File: src/fwp_pkg.sv
// Constants, types and opcodes for the flash sector write protection block.
// Assumes an SPI mode 0 host, MSB first, one bit per clock on the data pin.
package fwp_pkg;
  localparam logic [7:0] OP_WRITE_ENABLE_COMMAND   = 8'h06; // Write enable.
  localparam logic [7:0] OP_RDSR   = 8'h05; // Status read.
  localparam logic [7:0] OP_WRSR   = 8'h01; // Status write.
  localparam logic [7:0] OP_RDSCUR = 8'h2B; // Security read.
  localparam logic [7:0] OP_SEL    = 8'h68; // Scheme select.
  localparam logic [7:0] OP_GLOCK  = 8'h7E; // Gang lock all.
  localparam logic [7:0] OP_GUNLK  = 8'h98; // Gang unlock all.
  localparam logic [7:0] OP_LRWR   = 8'h2C; // Method lock write.
  localparam logic [7:0] OP_LRRD   = 8'h2D; // Method lock read.
  localparam logic [7:0] OP_FRZSET = 8'hA6; // Freeze set.
  localparam logic [7:0] OP_FRZRD  = 8'hA7; // Freeze read.
  localparam logic [7:0] OP_PLPROG = 8'hE3; // Persistent program.
  localparam logic [7:0] OP_PLERA  = 8'hE4; // Persistent erase all.
  localparam logic [7:0] OP_PLRD   = 8'hE2; // Persistent read.
  localparam logic [7:0] OP_VLWR   = 8'hE1; // Volatile write.
  localparam logic [7:0] OP_VLRD   = 8'hE0; // Volatile read.
  localparam logic [7:0] OP_OVRWR  = 8'hE5; // Override write.
  localparam int SCUR_SEL_BIT  = 7; // Scheme select in security byte.
  localparam int SCUR_FAIL_BIT = 5; // Program fail in security byte.
  localparam int SR_STATUS_WRITE_DISABLE_BIT   = 7; // Status write disable.
  localparam int SR_BP_LSB     = 2; // Lowest level bit.
  localparam int LR_PW_BIT     = 2; // Password method bit.
  localparam int LR_SOLID_BIT  = 1; // Solid method bit.
  localparam int SEC_LSB       = 12; // Sector index starts here.
  localparam logic [15:0] LR_RST   = 16'hFFFF; // Lock register factory value.
  localparam logic [7:0]  BYTE_SET = 8'hFF; // Lock read as set.
  localparam logic [7:0]  BYTE_CLR = 8'h00; // Lock read as clear.
  localparam logic [2:0] LEN_OPC  = 3'h1; // Opcode only.
  localparam logic [2:0] LEN_BYTE = 3'h2; // Opcode and one byte.
  localparam logic [2:0] LEN_WORD = 3'h3; // Opcode and two bytes.
  localparam logic [2:0] LEN_ADDR = 3'h4; // Opcode and address.
  localparam logic [2:0] LEN_AD_D = 3'h5; // Address and data.
  localparam logic [2:0] IDX_A_LO = 3'h1; // First address byte.
  localparam logic [2:0] IDX_A_HI = 3'h3; // Last address byte.
  localparam logic [2:0] IDX_DUMY = 3'h4; // Dummy byte index.
  // Pins as seen by the block after synchronising.
  typedef struct packed {
    logic cs_n;
    logic sclk;
    logic mosi;
    logic wp_n;
  } fwp_pins_s;
  // Events from the serial receiver.
  typedef struct packed {
    logic       byte_done; // A byte has arrived.
    logic       cs_rise;   // Frame ended.
    logic       sclk_fall; // Falling clock edge.
    logic       boundary;  // Frame ended on a byte edge.
    logic [2:0] idx;       // Byte index, or byte count at frame end.
    logic [7:0] data;      // Received byte.
  } fwp_rx_s;
  // Command phase, Gray coded along idle, opcode, body.
  typedef enum logic [1:0] {
    FWP_IDLE = 2'b00,
    FWP_OPC  = 2'b01,
    FWP_BODY = 2'b11,
    FWP_DROP = 2'b10
  } fwp_state_e;
endpackage : fwp_pkg

File: src/fwp_core.sv
// Sector write protection logic behind the serial flash pins.
// Assumes an SPI mode 0 host; reset stands for a power-up, so the
// one-time and persistent bits also return to factory values on it.
`timescale 1ns/1ps
module fwp_core
  import fwp_pkg::*;
#(
  parameter int SECW = 8 // Sector index width; sectors = 2**SECW.
) (
  input  wire logic             clk,      // System clock, 200 MHz.
  input  wire logic             rst,      // Asynchronous reset, high.
  input  wire logic             cs_n,     // Chip select pin, low active.
  input  wire logic             sclk,     // Serial clock pin.
  input  wire logic             mosi,     // Serial data in.
  input  wire logic             wp_n,     // Write protect pin, low active.
  output logic                  miso,     // Serial data out.
  output logic                  miso_oe,  // Data out enable.
  output logic [(1<<SECW)-1:0]  sect_prot, // Sector refuses program/erase.
  output logic                  scheme_sel, // Scheme select bit.
  output logic                  prog_fail  // Program fail flag.
);
  localparam int NSEC = 1 << SECW; // Number of sectors.

  fwp_pins_s  pin;          // Synchronised pins.
  fwp_rx_s    rx;           // Receiver events.
  fwp_state_e state_ff;     // Command phase.
  logic [7:0] opc_ff;       // Current opcode.
  logic [23:0] addr_ff;     // Address bytes.
  logic [15:0] dat_ff;      // Last two bytes received.
  logic        wel_ff;      // Write enable latch.
  logic        status_write_disable_ff;     // Status write disable.
  logic [3:0]  bp_ff;       // Block protect level.
  logic [15:0] lock_ff;     // Method lock register.
  logic        frz_ff;      // Freeze bit, 1 = unlocked.
  logic        ovr_ff;      // Override, 1 = persistent bits count.
  logic [NSEC-1:0] spb_ff;  // Persistent sector locks.
  logic [NSEC-1:0] dpb_ff;  // Volatile sector locks.
  logic [15:0] tx_ff;       // Outgoing bits.
  logic [SECW-1:0] sec;     // Addressed sector.
  logic [SECW:0]   bp_cnt;  // Sectors covered by the level.
  logic ex;                 // Frame ended cleanly in body phase.
  logic do_sel, do_glk, do_gul, do_lrw, do_frz, do_plp, do_ple;
  logic do_vlw, do_wrsr, do_ovr;
  logic [15:0] lr_new;      // Lock value after programming.
  logic lr_bad;             // Lock write must not take effect.
  logic pl_bad;             // Persistent change refused.
  logic bp_lock;            // Level bits are frozen.

  // Reset levels match the idle pins (chip select and protect high, clock and
  // data low), so the edge detectors see no false serial clock edge after reset.
  fwp_sync #(
    .W   (4),
    .RST (4'h9)
  ) u_sync (
    .clk  (clk),
    .rst  (rst),
    .din  ({cs_n, sclk, mosi, wp_n}),
    .dout (pin)
  );

  fwp_spi_rx u_rx (
    .clk (clk),
    .rst (rst),
    .pin (pin),
    .rx  (rx)
  );

  // Opcodes that the sector scheme owns are only known once it is on.
  function automatic logic known(input logic [7:0] op, input logic sel);
    logic per_sec;
    per_sec = (op == OP_GLOCK) || (op == OP_GUNLK) || (op == OP_LRWR) ||
              (op == OP_LRRD) || (op == OP_FRZSET) || (op == OP_FRZRD) ||
              (op == OP_PLPROG) || (op == OP_PLERA) || (op == OP_PLRD) ||
              (op == OP_VLWR) || (op == OP_VLRD) || (op == OP_OVRWR);
    known = (per_sec && sel) || (op == OP_WRITE_ENABLE_COMMAND) || (op == OP_RDSR) ||
            (op == OP_WRSR) || (op == OP_RDSCUR) || (op == OP_SEL);
  endfunction : known

  assign sec = addr_ff[SEC_LSB +: SECW];
  assign ex  = rx.cs_rise && rx.boundary && (state_ff == FWP_BODY);

  // Write strobes; each needs the enable latch and an exact byte count.
  assign do_sel  = ex && wel_ff && opc_ff == OP_SEL && rx.idx == LEN_OPC;
  assign do_glk  = ex && wel_ff && opc_ff == OP_GLOCK && rx.idx == LEN_OPC;
  assign do_gul  = ex && wel_ff && opc_ff == OP_GUNLK && rx.idx == LEN_OPC;
  assign do_frz  = ex && wel_ff && opc_ff == OP_FRZSET && rx.idx == LEN_OPC;
  assign do_ple  = ex && wel_ff && opc_ff == OP_PLERA && rx.idx == LEN_OPC;
  assign do_plp  = ex && wel_ff && opc_ff == OP_PLPROG && rx.idx == LEN_ADDR;
  assign do_vlw  = ex && wel_ff && opc_ff == OP_VLWR && rx.idx == LEN_AD_D;
  assign do_lrw  = ex && wel_ff && opc_ff == OP_LRWR && rx.idx == LEN_WORD;
  assign do_wrsr = ex && wel_ff && opc_ff == OP_WRSR && rx.idx == LEN_BYTE;
  assign do_ovr  = ex && wel_ff && opc_ff == OP_OVRWR && rx.idx == LEN_BYTE;

  // Lock bits only program towards zero.
  assign lr_new = lock_ff & dat_ff;
  assign lr_bad = !lock_ff[LR_PW_BIT] || !lock_ff[LR_SOLID_BIT] ||
                  (!lr_new[LR_PW_BIT] && !lr_new[LR_SOLID_BIT]);
  assign pl_bad  = !frz_ff;
  assign bp_lock = status_write_disable_ff && !pin.wp_n;

  // Command phase tracking; unknown opcodes are dropped whole.
  always_ff @(posedge clk or posedge rst) begin
    if (rst) begin
      state_ff <= FWP_IDLE;
      opc_ff   <= '0;
    end else begin
      case (state_ff)
        FWP_IDLE: begin
          if (!pin.cs_n) state_ff <= FWP_OPC;
        end
        FWP_OPC: begin
          if (rx.cs_rise) begin
            state_ff <= FWP_IDLE;
          end else if (rx.byte_done) begin
            opc_ff   <= rx.data;
            state_ff <= known(rx.data, scheme_sel) ? FWP_BODY : FWP_DROP;
          end
        end
        default: begin
          if (rx.cs_rise) state_ff <= FWP_IDLE;
        end
      endcase
    end
  end

  // Address and data capture.
  always_ff @(posedge clk or posedge rst) begin
    if (rst) begin
      addr_ff <= '0;
      dat_ff  <= '0;
    end else if (rx.byte_done) begin
      dat_ff <= {dat_ff[7:0], rx.data};
      if (rx.idx >= IDX_A_LO && rx.idx <= IDX_A_HI) addr_ff <= {addr_ff[15:0], rx.data};
    end
  end

  // Write enable latch: any completed write attempt consumes it.
  always_ff @(posedge clk or posedge rst) begin
    if (rst) begin
      wel_ff <= 1'b0;
    end else if (ex && opc_ff == OP_WRITE_ENABLE_COMMAND && rx.idx == LEN_OPC) begin
      wel_ff <= 1'b1;
    end else if (do_sel | do_glk | do_gul | do_frz | do_ple | do_plp |
                 do_vlw | do_lrw | do_wrsr | do_ovr) begin
      wel_ff <= 1'b0;
    end
  end

  // Scheme select is one-time: it can only ever be set.
  always_ff @(posedge clk or posedge rst) begin
    if (rst) begin
      scheme_sel <= 1'b0;
    end else if (do_sel) begin
      scheme_sel <= 1'b1;
    end
  end

  // Status byte: level bits held while the disable bit and pin agree.
  always_ff @(posedge clk or posedge rst) begin
    if (rst) begin
      status_write_disable_ff <= 1'b0;
      bp_ff   <= '0;
    end else if (do_wrsr && !bp_lock) begin
      status_write_disable_ff <= dat_ff[SR_STATUS_WRITE_DISABLE_BIT];
      bp_ff   <= dat_ff[SR_BP_LSB +: 4];
    end
  end

  // Method lock and freeze bit. Selecting password freezes at once.
  always_ff @(posedge clk or posedge rst) begin
    if (rst) begin
      lock_ff <= LR_RST;
      frz_ff  <= 1'b1;
    end else begin
      if (do_lrw && !lr_bad) begin
        lock_ff <= lr_new;
        if (!lr_new[LR_PW_BIT]) frz_ff <= 1'b0;
      end else if (do_frz) begin
        frz_ff <= 1'b0;
      end
    end
  end

  // Override bit: volatile, comes up with persistent bits counted.
  always_ff @(posedge clk or posedge rst) begin
    if (rst) begin
      ovr_ff <= 1'b1;
    end else if (do_ovr) begin
      ovr_ff <= dat_ff[0];
    end
  end

  // Program fail: a refused lock write or persistent change sets it; any other lock, persistent, volatile or status write clears it.
  always_ff @(posedge clk or posedge rst) begin
    if (rst) begin
      prog_fail <= 1'b0;
    end else if ((do_lrw && lr_bad) || ((do_plp || do_ple) && pl_bad)) begin
      prog_fail <= 1'b1;
    end else if (do_lrw || do_plp || do_ple || do_vlw || do_wrsr) begin
      prog_fail <= 1'b0;
    end
  end

  // Sectors covered by the level: top 2**(level-1), capped at all.
  always_comb begin
    bp_cnt = '0;
    if (bp_ff != 4'h0) bp_cnt = (SECW+1)'(1) << (bp_ff - 4'h1);
    if (int'(bp_ff) > SECW + 1) bp_cnt = (SECW+1)'(NSEC);
  end

  // Per-sector lock bits and the resulting protection.
  for (genvar i = 0; i < NSEC; i++) begin : g_sec
    always_ff @(posedge clk or posedge rst) begin
      if (rst) begin
        spb_ff[i]    <= 1'b0;
        dpb_ff[i]    <= 1'b1;
        sect_prot[i] <= 1'b1;
      end else begin
        if (do_ple && !pl_bad) begin
          spb_ff[i] <= 1'b0;
        end else if (do_plp && !pl_bad && sec == SECW'(i)) begin
          spb_ff[i] <= 1'b1;
        end
        if (do_glk) begin
          dpb_ff[i] <= 1'b1;
        end else if (do_gul) begin
          dpb_ff[i] <= 1'b0;
        end else if (do_vlw && sec == SECW'(i)) begin
          dpb_ff[i] <= |dat_ff[7:0];
        end
        if (scheme_sel) begin
          sect_prot[i] <= !pin.wp_n || dpb_ff[i] || (spb_ff[i] && ovr_ff);
        end else begin
          sect_prot[i] <= ((SECW+1)'(i) + bp_cnt) >= (SECW+1)'(NSEC);
        end
      end
    end
  end

  // Read data: loaded after each byte, shifted out on falling edges.
  always_ff @(posedge clk or posedge rst) begin
    if (rst) begin
      tx_ff   <= '0;
      miso    <= 1'b0;
      miso_oe <= 1'b0;
    end else if (rx.cs_rise || pin.cs_n) begin
      miso_oe <= 1'b0;
    end else if (rx.byte_done) begin
      if (rx.idx == 3'h0) begin
        miso_oe <= (rx.data == OP_RDSR) || (rx.data == OP_RDSCUR) ||
                   (known(rx.data, scheme_sel) &&
                    (rx.data == OP_LRRD || rx.data == OP_FRZRD ||
                     rx.data == OP_PLRD || rx.data == OP_VLRD));
      end
      if ((rx.idx == 3'h0 ? rx.data : opc_ff) == OP_RDSR) begin
        tx_ff <= {status_write_disable_ff, 1'b0, bp_ff, 2'b00, 8'h00};
      end else if ((rx.idx == 3'h0 ? rx.data : opc_ff) == OP_RDSCUR) begin
        tx_ff <= {scheme_sel, 1'b0, prog_fail, 5'h00, 8'h00};
      end else if ((rx.idx == 3'h0 ? rx.data : opc_ff) == OP_FRZRD) begin
        tx_ff <= {7'h00, frz_ff, 8'h00};
      end else if ((rx.idx == 3'h0 ? rx.data : opc_ff) == OP_LRRD && !rx.idx[0]) begin
        tx_ff <= lock_ff;
      end else if (rx.idx >= IDX_DUMY && opc_ff == OP_PLRD) begin
        tx_ff <= {spb_ff[sec] ? BYTE_SET : BYTE_CLR, 8'h00};
      end else if (rx.idx >= IDX_DUMY && opc_ff == OP_VLRD) begin
        tx_ff <= {dpb_ff[sec] ? BYTE_SET : BYTE_CLR, 8'h00};
      end
    end else if (rx.sclk_fall) begin
      miso  <= tx_ff[15];
      tx_ff <= {tx_ff[14:0], 1'b0};
    end
  end

  a_sel_sticky: assert property (@(posedge clk) disable iff (rst)
    $past(scheme_sel) |-> scheme_sel) else $error("select bit cleared");

  a_wp_all: assert property (@(posedge clk) disable iff (rst)
    scheme_sel && !pin.wp_n |=> &sect_prot) else $error("pin low left sector open");

  a_gang_unlk: assert property (@(posedge clk) disable iff (rst)
    do_gul |=> dpb_ff == '0) else $error("gang unlock left locks");

  a_lr_abort: assert property (@(posedge clk) disable iff (rst)
    do_lrw && !lr_new[LR_PW_BIT] && !lr_new[LR_SOLID_BIT] |=> $stable(lock_ff) && prog_fail)
    else $error("dual method write took effect");

  a_lr_frozen: assert property (@(posedge clk) disable iff (rst)
    do_lrw && !(lock_ff[LR_PW_BIT] && lock_ff[LR_SOLID_BIT]) |=> $stable(lock_ff) ##0 prog_fail)
    else $error("locked method register changed");

  a_frz_spb: assert property (@(posedge clk) disable iff (rst)
    (do_plp || do_ple) && !frz_ff |=> $stable(spb_ff) && prog_fail)
    else $error("frozen persistent bits changed");

  a_bp_guard: assert property (@(posedge clk) disable iff (rst)
    do_wrsr && status_write_disable_ff && !pin.wp_n |=> $stable(bp_ff)) else $error("level bits written");

  a_blk_mode: assert property (@(posedge clk) disable iff (rst)
    !rst && !scheme_sel && bp_ff == 4'h0 ##1 !scheme_sel |-> sect_prot == '0)
    else $error("block mode protected with level zero");

  a_sel_frame: assert property (@(posedge clk) disable iff (rst)
    rx.cs_rise && !rx.boundary |=> $stable(scheme_sel)) else $error("select on ragged frame");
endmodule : fwp_core

File: src/fwp_spi_rx.sv
// Serial receiver: finds clock edges, frames bytes and counts them.
// Assumes synchronised pins and a serial clock well below clk / 4.
`timescale 1ns/1ps
module fwp_spi_rx
  import fwp_pkg::*;
(
  input  wire logic      clk,  // System clock.
  input  wire logic      rst,  // Asynchronous reset.
  input  wire fwp_pins_s pin,  // Synchronised pins.
  output fwp_rx_s        rx    // Registered events.
);
  logic       sclk_q_ff; // Previous serial clock.
  logic       cs_q_ff;   // Previous chip select.
  logic [2:0] bit_ff;    // Bits of the current byte.
  logic [6:0] sh_ff;     // Bits gathered so far.
  logic [2:0] cnt_ff;    // Whole bytes in this frame, saturating.
  logic       rise;      // Rising serial clock.

  assign rise = pin.sclk & ~sclk_q_ff;

  // Bits shift in on the rising edge; a byte counts once all eight are in.
  always_ff @(posedge clk or posedge rst) begin
    if (rst) begin
      sclk_q_ff <= 1'b0;
      cs_q_ff   <= 1'b1;
      bit_ff    <= '0;
      sh_ff     <= '0;
      cnt_ff    <= '0;
      rx        <= '0;
    end else begin
      sclk_q_ff    <= pin.sclk;
      cs_q_ff      <= pin.cs_n;
      rx.byte_done <= 1'b0;
      rx.cs_rise   <= pin.cs_n & ~cs_q_ff;
      rx.sclk_fall <= ~pin.sclk & sclk_q_ff & ~pin.cs_n;
      if (pin.cs_n & ~cs_q_ff) begin
        rx.boundary <= (bit_ff == 3'h0);
        rx.idx      <= cnt_ff;
      end
      if (pin.cs_n) begin
        bit_ff <= '0;
        cnt_ff <= '0;
      end else if (rise) begin
        bit_ff <= bit_ff + 3'h1;
        sh_ff  <= {sh_ff[5:0], pin.mosi};
        if (bit_ff == 3'h7) begin
          rx.byte_done <= 1'b1;
          rx.data      <= {sh_ff, pin.mosi};
          rx.idx       <= cnt_ff;
          if (cnt_ff != 3'h7) cnt_ff <= cnt_ff + 3'h1;
        end
      end
    end
  end
endmodule : fwp_spi_rx

File: src/fwp_sync.sv
// Two flip-flop synchroniser for a group of pins.
// Assumes its inputs are asynchronous to clk.
`timescale 1ns/1ps
module fwp_sync #(
  parameter int         W   = 4,  // Number of pins.
  parameter logic [W-1:0] RST = '1 // Idle level of each pin.
) (
  input  wire logic         clk,  // System clock.
  input  wire logic         rst,  // Asynchronous reset.
  input  wire logic [W-1:0] din,  // Raw pins.
  output logic      [W-1:0] dout  // Synchronised pins.
);
  logic [W-1:0] meta_ff; // First stage, read only by the second.

  // Only the second stage is visible, so metastability stays contained.
  always_ff @(posedge clk or posedge rst) begin
    if (rst) begin
      meta_ff <= RST;
      dout    <= RST;
    end else begin
      meta_ff <= din;
      dout    <= meta_ff;
    end
  end
endmodule : fwp_sync
File: config.mk
export PLATFORM = sky130hd
export DESIGN_NAME = fwp_core
export DESIGN_NICKNAME = d
export VERILOG_FILES = /design/src/fwp_pkg.sv /design/src/fwp_core.sv /design/src/fwp_spi_rx.sv /design/src/fwp_sync.sv
export SDC_FILE = /design/constraint.sdc
export NUM_CORES = 2
export LEC_CHECK = 0
export BUFFER_PORTS_ARGS = -buffer_cell sky130_fd_sc_hd__buf_2
export CORE_ASPECT_RATIO = 1.5
export CORE_MARGIN = 1
export CORE_UTILIZATION = 40
export CTS_CLUSTER_DIAMETER = 50
export DETAILED_ROUTE_END_ITERATION = 6
export GPL_ROUTABILITY_DRIVEN = 1
export PLACE_DENSITY = 0.55
export SYNTH_ARGS = -nofsm -noshare
export SYNTH_HDL_FRONTEND = slang
export SYNTH_SLANG_ARGS = --single-unit
export TNS_END_PERCENT = 10
File: constraint.sdc
create_clock -name clk -period 40.6 [get_ports clk]
set_clock_uncertainty 0.1 [all_clocks]
set_input_delay 8.12 -clock clk [delete_from_list [all_inputs] [get_ports clk]]
set_output_delay 8.12 -clock clk [all_outputs]
set_load 0.1 [all_outputs]
==> flow_metrics.py <==
metrics = {
    "clock_tree": {
        "post_cts_resized": 0,
        "cts-root-buf": "clkbuf_16",
        "cts_tree": "done",
        "post_cts.repair.setup_buffers": 0,
        "clock_tree.buffer_depth": 3,
        "cts_hold_buffers": 0,
        "numCtsBuffers": 97,
        "clock-sinks": 896,
        "clock_latency_ns": 0.73,
        "path_clk_slew_ns": 0.06,
        "htreeDepth": 3,
    },
    "sta": {
        "period_needed_ns": 10.84,
        "fin_tns_setup_ns": 0,
        "hold_viol": 0,
        "maxSlewViolCount": 0,
        "maxSlewHeadroom_pct": 13.4,
        "tightest_slew_ns": 1.29,
        "layout_setup_ws_ns": 29.76,
        "final.period_utilization_pct": 26.7,
        "setup_viol": 0,
        "rsz0062_at_grt": "no",
        "maxClockFrequency_mhz": 92.3,
    },
    "logic_synthesis": {
        "postSynthAreaPerCell_um2": 11.3,
        "synth_area_mm2": 0.0409,
        "synth_top_area_share_pct": 34.4,
        "ys_warn_count": 0,
        "synth-async-reset-ratio_pct": 100,
        "synth.largest_area_cell": "dfstp_2",
        "yosysSeqAreaShare_pct": 56.5,
        "syn_inst": 3604,
        "synthTopCellsByArea": "dfstp_2, dfrtp_1, mux2_2",
        "synth_flop_cell": "dfstp_2",
        "synth-edff-count": 0,
        "ys_ff_latch": 896,
        "syn_nets": 3616,
        "synthDistinctLibCells": 75,
    },
    "die": {
        "start_util_pct": 40.4,
        "coreArea_mm2": 0.101,
        "rows": 143,
        "die_w_um": 263,
        "ios": 266,
        "dieArea_mm2": 0.104,
        "die_h_um": 394,
    },
    "global_routing": {
        "grt_remaining_overflow": 0,
        "grt_pass1_wl_mm": 222,
        "antenna_found_initial": 4,
        "track_usage_pct": 29.0,
        "grt_max_degree": 258,
        "grt_pass1_vias": 31700,
    },
    "flow_run": {
        "max_cap_violations": 0,
    },
    "layout": {
        "regArea_mm2": 0.0231,
        "syn_to_final_growth_pct": 14.2,
        "layout-drive-gt1-share_pct": 39.4,
        "nFillCells": 9429,
        "final_nets": 3732,
        "final_cell_mix": "a21oi_1, dfstp_2, dfrtp_1",
        "final_common_cell": "a21oi_1",
        "utilization_pct": 46.1,
        "multi_input_area_mm2": 0.0164,
    },
    "pwr": {
        "p_sw_share_pct": 23.1,
        "p_seq_share_pct": 47.6,
        "combPwrFrac_pct": 2.1,
        "powerDensity_mw_per_mm2": 40.9,
        "leakagePower_nw": 19.8,
        "ir_worst_vdd_uv": 29.8,
        "clkPwrFrac_pct": 50.3,
        "power_w": 0.00191,
        "p_sw_w": 0.000441,
        "intPower_w": 0.00147,
    },
    "setup_path": {
        "cp_max_fo": 105,
        "setup.worst_path.start": "rst",
        "critPathRequiredTime_ns": 41.22,
        "crit_path_start_kind": "primary input",
        "arrival_ns": 11.46,
        "endpoint_kind": "asynchronous set/reset pin",
        "criticalPathCategory": "primary input to asynchronous set/reset pin",
        "regToRegStartpoint": "addr_ff[12]",
    },
    "route": {
        "viasPerCell": 6.16,
        "routed-via-count": 31500,
        "routed_wl_mm": 152,
        "dr.first_iter.drc_count": 3262,
        "drtPass1Iterations": 6,
        "wl_per_cell_um": 29.7,
        "ant_nets": 0,
        "drcViolationCount": 0,
    },
    "placed_design": {
        "gp_congestion": 0.901,
        "numPortBuffers": 265,
        "pre_cts_ws_ns": 28.93,
        "dpl.hpwl_mm": 95.4,
    },
    "min_path": {
        "holdCritStartpoint": "u_sync.meta_ff[2]",
        "hold_class": "flip-flop to flip-flop",
    },
    "status": {
        "status": "finished clean",
    },
}
worst max-delay path, stage by stage:
cell,delay [ns]
buf_2,0.13
inv_8,0.42
buf_4,0.79
buf_4,0.84
buf_4,0.84
registers in the layout (all words and copies together) (netlist names), 2 cells and up:
name,count
addr_ff,20
bp_ff,4
dat_ff,16
dpb_ff,256
lock_ff,16
opc_ff,8
sect_prot,256
spb_ff,256
state_ff,2
tx_ff,16
u_rx.bit_ff,3
u_rx.cnt_ff,3
u_rx.rx,15
u_rx.sh_ff,7
u_sync.dout,4
u_sync.meta_ff,4
stage by stage:
stage          cell area, um2  std cells  hold slack (ns)
2_1_floorplan           40900       3604            0.231
3_3_place_gp            43200       4926            0.240
3_5_place_dp            43200       4926            0.244
4_1_cts                 46700       5110            0.257
5_1_grt                 46700       5110            0.265
6_report                46700       5112            0.251
power by group through the flow:
stage | sequential [W] | combinational (W) | clock [W]
after floorplan | 0.000924 | 0.0000258 | 0
after global routing | 0.000911 | 0.0000449 | 0.00101
after global placement | 0.000924 | 0.0000403 | 0
final | 0.000910 | 0.0000397 | 0.000960
after CTS | 0.000910 | 0.0000410 | 0.000974
after detailed placement | 0.000924 | 0.0000408 | 0
final cells by class:
type,instances,area share (%)
clock buffer,129,5.78
inverter,24,0.209
tap,1305,3.50
antenna,2,0.0107
clock inverter,55,1.64
sequential,896,49.5
timing repair buffer,348,4.23
multi-input combinational,2353,35.2
metal layers:
metal | GRT usage [%] | share of wire, % | up-vias
li1 | - | - | 13300
met1 | 36.9 | 39 | 16300
met2 | 46.1 | 47 | 1445
met3 | 5.67 | 7.2 | 446
met4 | 16.5 | 6.1 | 6
met5 | 0.466 | 0.061 | -
cells by family (layout without fill, tap and decap cells):
logic type,count (synthesis),in the layout,share of synthesized area [%]
AOI/OAI and AO/OA,1225,1225,16.4
DFF,896,896,56.5
and+or+nand+nor,615,615,6.88
muxes,504,504,16.1
buffers and inverters,355,556,3.82
adders and majority gates,6,6,0.184
xor gates and xnor gates,3,3,0.0643
other,0,2,0
Yosys cell counts, drive strengths merged, types with 4 or more instances:
master and number:
a21oi 664, dfstp 535, dfrtp 361, o21ai 346, nor2 333, mux2 322, clkbuf 256, mux2i 95
mux4 87, a211oi 79, nand2 78, buf 75, nand3 51, a22oi 43, nor3 28, nor2b 27
inv 23, nand4 19, o21a 17, nor4 16, a31oi 13, nand2b 12, o22ai 9, and2 8
nor3b 8, a221oi 7, ha 6, o211ai 6, or3 6, a22o 5, a311oi 4, nand3b 4
nor4b 4, o31ai 4, or2 4
path summary, 6_finish.rpt:
path                       slack, ns  cells after the start                 to
hold / removal                  0.25                      0     u_sync.dout[2]
hold reg to reg                 0.25                      0     u_sync.dout[2]
min in group asynchronous       7.40                      2  u_sync.meta_ff[2]
setup / recovery               29.76                      5        spb_ff[206]
setup reg to reg               35.50                     10          tx_ff[12]
max in group clk               30.63                      1     sect_prot[128]
Note: power is estimated with default switching activity, not from simulation.
